--- config.mk ---
export PLATFORM = sky130hd
export DESIGN_NAME = port2_pin_function_select
export DESIGN_NICKNAME = d
export VERILOG_FILES = /design/src/design/port2_pkg.sv /design/src/design/port2_pin_sync.sv /design/src/design/port2_pin_function_select.sv
export SDC_FILE = /design/constraint.sdc
export NUM_CORES = 1
export LEC_CHECK = 0
export BUFFER_PORTS_ARGS = -buffer_cell sky130_fd_sc_hd__buf_4
export CELL_PAD_IN_SITES_DETAIL_PLACEMENT = 1
export CELL_PAD_IN_SITES_GLOBAL_PLACEMENT = 1
export CORE_MARGIN = 4
export CORE_UTILIZATION = 49
export DETAILED_ROUTE_END_ITERATION = 10
export HOLD_SLACK_MARGIN = 0.12
export PLACE_DENSITY_LB_ADDON = 0.1
export SKIP_LAST_GASP = 1
export SLEW_MARGIN = 10
export SYNTH_ARGS = -nofsm -noshare
export SYNTH_HDL_FRONTEND = slang
export SYNTH_SLANG_ARGS = --single-unit
--- constraint.sdc ---
create_clock -name clk -period 1.97 [get_ports clk]
set_clock_uncertainty 0.15 [all_clocks]
set_input_delay 0.2955 -clock clk [delete_from_list [all_inputs] [get_ports clk]]
set_output_delay 0.2955 -clock clk [all_outputs]
set_load 0.02 [all_outputs]
--- src/design/port2_pkg.sv ---
/*
 Constants, register map and carrier types for the port 2 pin function block.
 Assumes a plain register port with one-cycle strobes and read data one cycle later.
*/
// Overview of operation
// RULE1: Mode bit 2 zero gives push-pull serial-out-1 pin; one gives open-drain.
// RULE2: Mode bit 1 zero makes pin 1 general I/O; one makes it count direction.
// RULE3: Mode bit 0 zero makes pin 0 general I/O; one makes it interrupt input.
// RULE4: Eight-bit read/write open-drain select register, one bit per pin, resets to zero.
// RULE5: An output pin drives push-pull when its select bit is zero, else open-drain.
// RULE6: Pins 7 to 2 are inputs on direction bit zero, outputs on one.
// RULE7: Pin 1 follows its direction bit unless count-direction input is selected.
// RULE8: Pin 0 with interrupt select uses trigger enable to add converter trigger role.
// RULE9: Software disables the external interrupt before using pin 0 as converter trigger.
// RULE10: Pins float in reset and standby, hold in sleep modes, work when active.
// RULE11: Port read gives data bit for output pins and pin level for input pins.
// RULE12: Direction and data settings only act while the pin is general I/O.
// RULE13: Direction register is write-only, resets to zero, and reads as all ones.
// RULE14: Register changes reach the pins on the cycle after the write; here the pins change two cycles after the write strobe.
package port2_pkg;
    // ==========================================================
    // Register map
    localparam logic [3:0] ADDR_DATA = 4'h0;
    localparam logic [3:0] ADDR_DIR = 4'h1;
    localparam logic [3:0] ADDR_MODE = 4'h2;
    localparam logic [3:0] ADDR_OD = 4'h3;
    localparam logic [3:0] ADDR_TRIG = 4'h4;
    localparam logic [7:0] DATA_RESET = 8'h00;
    localparam logic [7:0] DIR_RESET = 8'h00;
    localparam logic [7:0] DIR_READ = 8'hFF;
    localparam logic [7:0] MODE_RESET = 8'hC0;
    localparam logic [7:0] MODE_RSVD = 8'hC0;
    localparam logic [7:0] OD_RESET = 8'h00;
    localparam logic [7:0] UNMAPPED_READ = 8'h00;
    localparam int MODE_SO1_OD_BIT = 2;
    localparam int MODE_COUNT_DIR_BIT = 1;
    localparam int MODE_IRQ_BIT = 0;
    localparam int PIN_COUNT_DIR = 1;
    localparam int PIN_IRQ = 0;

    // ==========================================================
    // Power modes
    typedef enum logic [2:0] {
        PM_ACTIVE, PM_SUBACTIVE, PM_SLEEP, PM_SUBSLEEP, PM_WATCH, PM_STANDBY
    } power_mode_e;

    typedef struct packed {
        logic [7:0] data;
        logic [7:0] dir;
        logic [5:0] mode;
        logic [7:0] od;
        logic trig_en;
    } port_cfg_s;

    typedef struct packed {
        logic [7:0] out;
        logic [7:0] oe;
    } pin_drive_s;
endpackage

--- src/design/port2_pin_sync.sv ---
/*
 Three-stage pin synchroniser; a change is taken once stages two and three agree.
 Assumes asynchronous pin inputs and one clock.
*/
`timescale 1ns/1ps
module port2_pin_sync (
    // Clock and reset
    input wire logic clk,
    input wire logic arst_n,
    // Pins
    input wire logic [7:0] pin_raw,
    output logic [7:0] pin_level
);
    logic [7:0] s1_reg, s2_reg, s3_reg, lvl_reg;
    logic [7:0] lvl_next;

    always_comb begin
        for (int i = 0; i < 8; i++) begin
            lvl_next[i] = (s2_reg[i] == s3_reg[i]) ? s3_reg[i] : lvl_reg[i];
        end
    end

    always_ff @(posedge clk or negedge arst_n) begin
        if (!arst_n) begin
            s1_reg <= 8'h00;
            s2_reg <= 8'h00;
            s3_reg <= 8'h00;
            lvl_reg <= 8'h00;
        end else begin
            s1_reg <= pin_raw;
            s2_reg <= s1_reg;
            s3_reg <= s2_reg;
            lvl_reg <= lvl_next;
        end
    end

    assign pin_level = lvl_reg;
endmodule // port2_pin_sync

--- src/design/port2_pin_function_select.sv ---
/*
 Port 2 pin function select: direction, data, mode and open-drain registers,
 pin driver control per power mode, and the serial-out-1 drive type.
 Assumes the power manager supplies the current mode and software keeps the
 external interrupt disabled when pin 0 serves as converter trigger.
*/
`timescale 1ns/1ps
module port2_pin_function_select (
    // Clock and reset
    input wire logic clk,
    input wire logic arst_n,
    // Register port
    input wire logic [3:0] reg_addr,
    input wire logic [7:0] reg_wdata,
    input wire logic reg_wr,
    input wire logic reg_rd,
    output logic [7:0] reg_rdata,
    // Power mode
    input wire port2_pkg::power_mode_e power_mode,
    // Port pins
    input wire logic [7:0] pin_in,
    output logic [7:0] pin_out,
    output logic [7:0] pin_oe,
    // Alternate functions
    output logic count_direction_pin,
    output logic external_interrupt_n,
    output logic converter_external_trigger_n,
    // Serial output 1 buffer
    input wire logic serial_out1_data,
    input wire logic serial_out1_active,
    output logic serial_out1_pin_out,
    output logic serial_out1_pin_oe
);
    // ==========================================================
    // Registers
    port2_pkg::port_cfg_s cfg_reg, cfg_next;
    logic [7:0] rdata_reg, rdata_next;
    port2_pkg::pin_drive_s drv_reg, drv_next;
    logic so_out_reg, so_out_next, so_oe_reg, so_oe_next;
    logic [7:0] pin_level;
    logic [7:0] gpio_sel;
    logic [7:0] eff_dir;
    logic freeze, float_all;

    port2_pin_sync u_sync (
        .clk(clk),
        .arst_n(arst_n),
        .pin_raw(pin_in),
        .pin_level(pin_level)
    );

    function automatic logic hit(input logic [3:0] a, input logic [3:0] b);
        return a == b;
    endfunction

    // ==========================================================
    // Register writes
    always_comb begin
        cfg_next = cfg_reg;
        if (reg_wr) begin
            if (hit(reg_addr, port2_pkg::ADDR_DATA)) begin
                cfg_next.data = reg_wdata;
            end
            if (hit(reg_addr, port2_pkg::ADDR_DIR)) begin
                cfg_next.dir = reg_wdata; // see RULE13
            end
            if (hit(reg_addr, port2_pkg::ADDR_MODE)) begin
                cfg_next.mode = reg_wdata[5:0];
            end
            if (hit(reg_addr, port2_pkg::ADDR_OD)) begin
                cfg_next.od = reg_wdata; // see RULE4
            end
            if (hit(reg_addr, port2_pkg::ADDR_TRIG)) begin
                cfg_next.trig_en = reg_wdata[0];
            end
        end
    end

    // ==========================================================
    // Register reads
    always_comb begin
        rdata_next = port2_pkg::UNMAPPED_READ;
        if (reg_rd) begin
            if (hit(reg_addr, port2_pkg::ADDR_DATA)) begin
                // Output pins return stored data, input pins their level
                rdata_next = (cfg_reg.data & eff_dir) | (pin_level & ~eff_dir); // see RULE11
            end else if (hit(reg_addr, port2_pkg::ADDR_DIR)) begin
                rdata_next = port2_pkg::DIR_READ; // see RULE13
            end else if (hit(reg_addr, port2_pkg::ADDR_MODE)) begin
                rdata_next = port2_pkg::MODE_RSVD | {2'b00, cfg_reg.mode};
            end else if (hit(reg_addr, port2_pkg::ADDR_OD)) begin
                rdata_next = cfg_reg.od; // see RULE4
            end else if (hit(reg_addr, port2_pkg::ADDR_TRIG)) begin
                rdata_next = {7'h00, cfg_reg.trig_en};
            end
        end
    end

    // ==========================================================
    // Pin roles
    always_comb begin
        gpio_sel = 8'hFF;
        gpio_sel[port2_pkg::PIN_COUNT_DIR] = ~cfg_reg.mode[port2_pkg::MODE_COUNT_DIR_BIT]; // see RULE2
        gpio_sel[port2_pkg::PIN_IRQ] = ~cfg_reg.mode[port2_pkg::MODE_IRQ_BIT]; // see RULE3
        // Alternate functions are inputs, so the direction bit is masked
        eff_dir = cfg_reg.dir & gpio_sel; // see RULE6, see RULE7, see RULE8, see RULE12
    end

    always_comb begin
        freeze = (power_mode == port2_pkg::PM_SLEEP) || (power_mode == port2_pkg::PM_SUBSLEEP)
            || (power_mode == port2_pkg::PM_WATCH);
        float_all = (power_mode == port2_pkg::PM_STANDBY);
    end

    // ==========================================================
    // Pin drivers
    always_comb begin
        drv_next = drv_reg;
        so_out_next = so_out_reg;
        so_oe_next = so_oe_reg;
        if (float_all) begin
            drv_next.out = 8'h00; // see RULE10
            drv_next.oe = 8'h00;
            so_out_next = 1'b0;
            so_oe_next = 1'b0;
        end else if (!freeze) begin
            for (int i = 0; i < 8; i++) begin
                drv_next.out[i] = cfg_reg.data[i];
                // Open-drain pins only pull low
                drv_next.oe[i] = eff_dir[i] & (~cfg_reg.od[i] | ~cfg_reg.data[i]); // see RULE5
            end
            so_out_next = serial_out1_data;
            if (cfg_reg.mode[port2_pkg::MODE_SO1_OD_BIT]) begin
                so_oe_next = serial_out1_active & ~serial_out1_data; // see RULE1
            end else begin
                so_oe_next = serial_out1_active; // see RULE1
            end
        end
    end

    // ==========================================================
    // State update
    always_ff @(posedge clk or negedge arst_n) begin
        if (!arst_n) begin
            cfg_reg.data <= port2_pkg::DATA_RESET;
            cfg_reg.dir <= port2_pkg::DIR_RESET;
            cfg_reg.mode <= port2_pkg::MODE_RESET[5:0];
            cfg_reg.od <= port2_pkg::OD_RESET;
            cfg_reg.trig_en <= 1'b0;
            rdata_reg <= port2_pkg::UNMAPPED_READ;
            drv_reg <= '0; // see RULE10
            so_out_reg <= 1'b0;
            so_oe_reg <= 1'b0;
        end else begin
            cfg_reg <= cfg_next;
            rdata_reg <= rdata_next;
            drv_reg <= drv_next; // see RULE14
            so_out_reg <= so_out_next;
            so_oe_reg <= so_oe_next;
        end
    end

    assign reg_rdata = rdata_reg;
    assign pin_out = drv_reg.out;
    assign pin_oe = drv_reg.oe;
    assign serial_out1_pin_out = so_out_reg;
    assign serial_out1_pin_oe = so_oe_reg;
    assign count_direction_pin = pin_level[port2_pkg::PIN_COUNT_DIR]
        & cfg_reg.mode[port2_pkg::MODE_COUNT_DIR_BIT]; // see RULE2
    // Inactive (high) unless pin 0 has the interrupt role
    assign external_interrupt_n = ~cfg_reg.mode[port2_pkg::MODE_IRQ_BIT]
        | pin_level[port2_pkg::PIN_IRQ]; // see RULE8
    assign converter_external_trigger_n = ~(cfg_reg.mode[port2_pkg::MODE_IRQ_BIT]
        & cfg_reg.trig_en) | pin_level[port2_pkg::PIN_IRQ]; // see RULE8, see RULE9
endmodule // port2_pin_function_select

==> results.yml <==
floorplan:
  coreArea_um2: 6980
  die_w_um: 93.8
  die_y_um: 93.8
  placementRows: 30
  initial_core_util_pct: 51.6
  io_pins: 58
  dieArea_um2: 8790
cts:
  cts_tree: "built"
  clockRootBuffer: "clkbuf_8"
  clk_path_buf_depth: 2
  htree_levels: 3
  numCtsBuffers: 9
  path_clk_slew_ps: 90
  clk_latency_ps: 360
  clock-sinks: 89
yosys:
  synth_cell_type_count: 32
  synthCells: 248
  synth_area_per_cell_um2: 14.5
  synth_area_leaders: "dfrtp_1, mux2_2, mux2i_1"
  yosysSeqAreaShare_pct: 61.8
  syn-num-nets: 277
  synth_area_um2: 3600
  synth_seq_cells: 89
  ys_warn_count: 0
  yosysTopAreaCell: "dfrtp_1"
  yosysTopAreaCellShare_pct: 61.8
route:
  viasPerCell: 5.50
  drt_iter0_drc: 111
  drc: 0
  wirelength_mm: 8.49
  ant_nets: 0
  drtPass1Iterations: 6
  via_count: 2360
  wl_per_cell_um: 19.8
grt:
  grt-ovfl-total: 0
  grt.total_usage_pct: 20.7
  grt_pass1_vias: 2505
  antenna_found_initial: 0
  grt_max_degree: 90
  grt_pass1_wl_mm: 13.7
critical_path:
  r2r-end: "reg_rdata[0]"
  setup.worst_path.end_class: "output port"
  critPathLaunchType: "register"
  rrSetupSlack_ps: 400
  worstPathArrival_ps: 1140
  cp.required_ps: 1520
  critPathMaxFanout: 4
  r2r_cells: 3
  criticalPathCategory: "reg2out"
  r2r-start: "cfg_reg[9]"
layout:
  utilization_pct: 64.7
  antennaDiodeCount: 0
  drive_above_1_share_pct: 35.1
  fin_nets: 358
  finalNonFillerCells: 429
  largest_reg_flops: 31
  final_common_cell: "dfrtp_1"
  final_cell_mix: "dfrtp_1, buf_4, mux2_2"
  area_growth_pct: 25.4
  nFillCells: 698
power_and_ir_drop:
  power_density_nw_per_um2: 987
  ir_drop_mv: 0.552
  total_power_mw: 4.46
  leakage_nw: 2.09
hold_path:
  hp-start: "serial_out1_data"
  hold_path.class: "in2reg"
  min_path_cells: 3
  min_to: "serial_out1_pin_out"
timing:
  final-hold-violation-count: 0
  rsz0062_at_grt: "no"
  finalCritPeriodShare_pct: 80.2
  slew_violations: 0
  setup_viol: 0
  setup_tns_ps: 0
  worstMarginPinSlew_ps: 479
  period_needed_ps: 1580
  slew_headroom_pct: 67.8
  max_freq_ghz: 0.633
placed_design:
  dp_hpwl_mm: 5.65
  dp.cells: 396
  io_buffers: 57
  gp_congestion: 0.747
status:
  outcome: "finished, final reports clean"
job:
  drv_cap: 0
-- cells by family (layout without fill, tap and decap cells) --
kind of cell / Yosys count / count (layout) / synth area share (%)
simple gates: 34 / 34 / 6.91
fa+ha+maj: 8 / 8 / 2.22
compound gates: 45 / 45 / 8.78
buf+inv: 13 / 98 / 1.91
xor+xnor: 1 / 1 / 0.243
mux: 58 / 58 / 18.1
flops: 89 / 89 / 61.8
-- cell type report --
cell class / count / area, µm² / area share, %
Clock inverter: 4 / 52.6 / 1.16
Timing Repair Buffer: 80 / 658 / 14.6
Inverter: 3 / 11.3 / 0.249
Tap cell: 96 / 120 / 2.66
Multi-Input combinational cell: 146 / 1310 / 28.9
Sequential cell: 89 / 2230 / 49.3
Clock buffer: 11 / 141 / 3.13
-- synth_stat cells --
cell type,n
buf_6,2
and2_1,1
nand2b_1,1
nand4_4,1
clkbuf_1,4
nand4b_2,1
nor3b_1,1
inv_1,3
nor4b_2,1
maj3_1,8
a221oi_1,11
dfrtp_1,89
nor4_4,1
a22o_1,6
buf_2,4
a31oi_1,2
mux2_1,1
mux2i_1,24
nand2_1,13
a21oi_1,13
nor2_4,2
mux2_2,25
xnor2_1,1
a21boi_0,7
and3_1,4
nor2b_1,5
nand3b_1,1
and4_4,1
a32oi_1,2
nand3_2,1
mux2_4,8
o21ai_0,4
-- how the worst max path moves through the flow --
stage | cells after the start | to | slack [ps] | startpoint
floorplan | 4 | cfg_reg[0] | 520 | reg_addr[1]
global placement | 4 | cfg_reg[19] | 380 | reg_addr[3]
detailed placement | 4 | cfg_reg[15] | 350 | reg_addr[3]
CTS | 2 | converter_external_trigger_n | 390 | u_sync.pin_level[0]
global route | 2 | converter_external_trigger_n | 350 | u_sync.pin_level[0]
finish | 2 | converter_external_trigger_n | 390 | u_sync.pin_level[0]
-- routing by layer --
metal | GRT usage (%) | part of all wire, %
met1 | 27.9 | 44
met2 | 33.8 | 50
met3 | 3.53 | 5.1
met4 | 7.58 | 1.3
met5 | 0 | 0
-- through the flow --
stage	setup WS, ps	hold WS [ps]	area (µm²)
2_1_floorplan	522	-150	3600
3_3_place_gp	377	182	4140
3_5_place_dp	349	186	4140
4_1_cts	392	121	4520
5_1_grt	349	136	4520
6_report	389	130	4520
-- repair_timing --
item                      4_1_cts  5_1_grt
hold endpoints to repair      129        0
setup buffers                   0        0
hold buffers                   18        0
gates resized for setup         0        0
-- where the power goes --
group	internal [mW]	switching, mW	total, mW
clock network	0.619	0.626	1.25
logic	0.471	0.430	0.902
registers	2.09	0.225	2.31
total	3.18	1.28	4.46
-- critical path, cell delays in order (launching register included) --
cell and delay, ps:
dfrtp_1 420, nand3b_1 190, buf_4 170
Power figures use the tool's default switching activity.
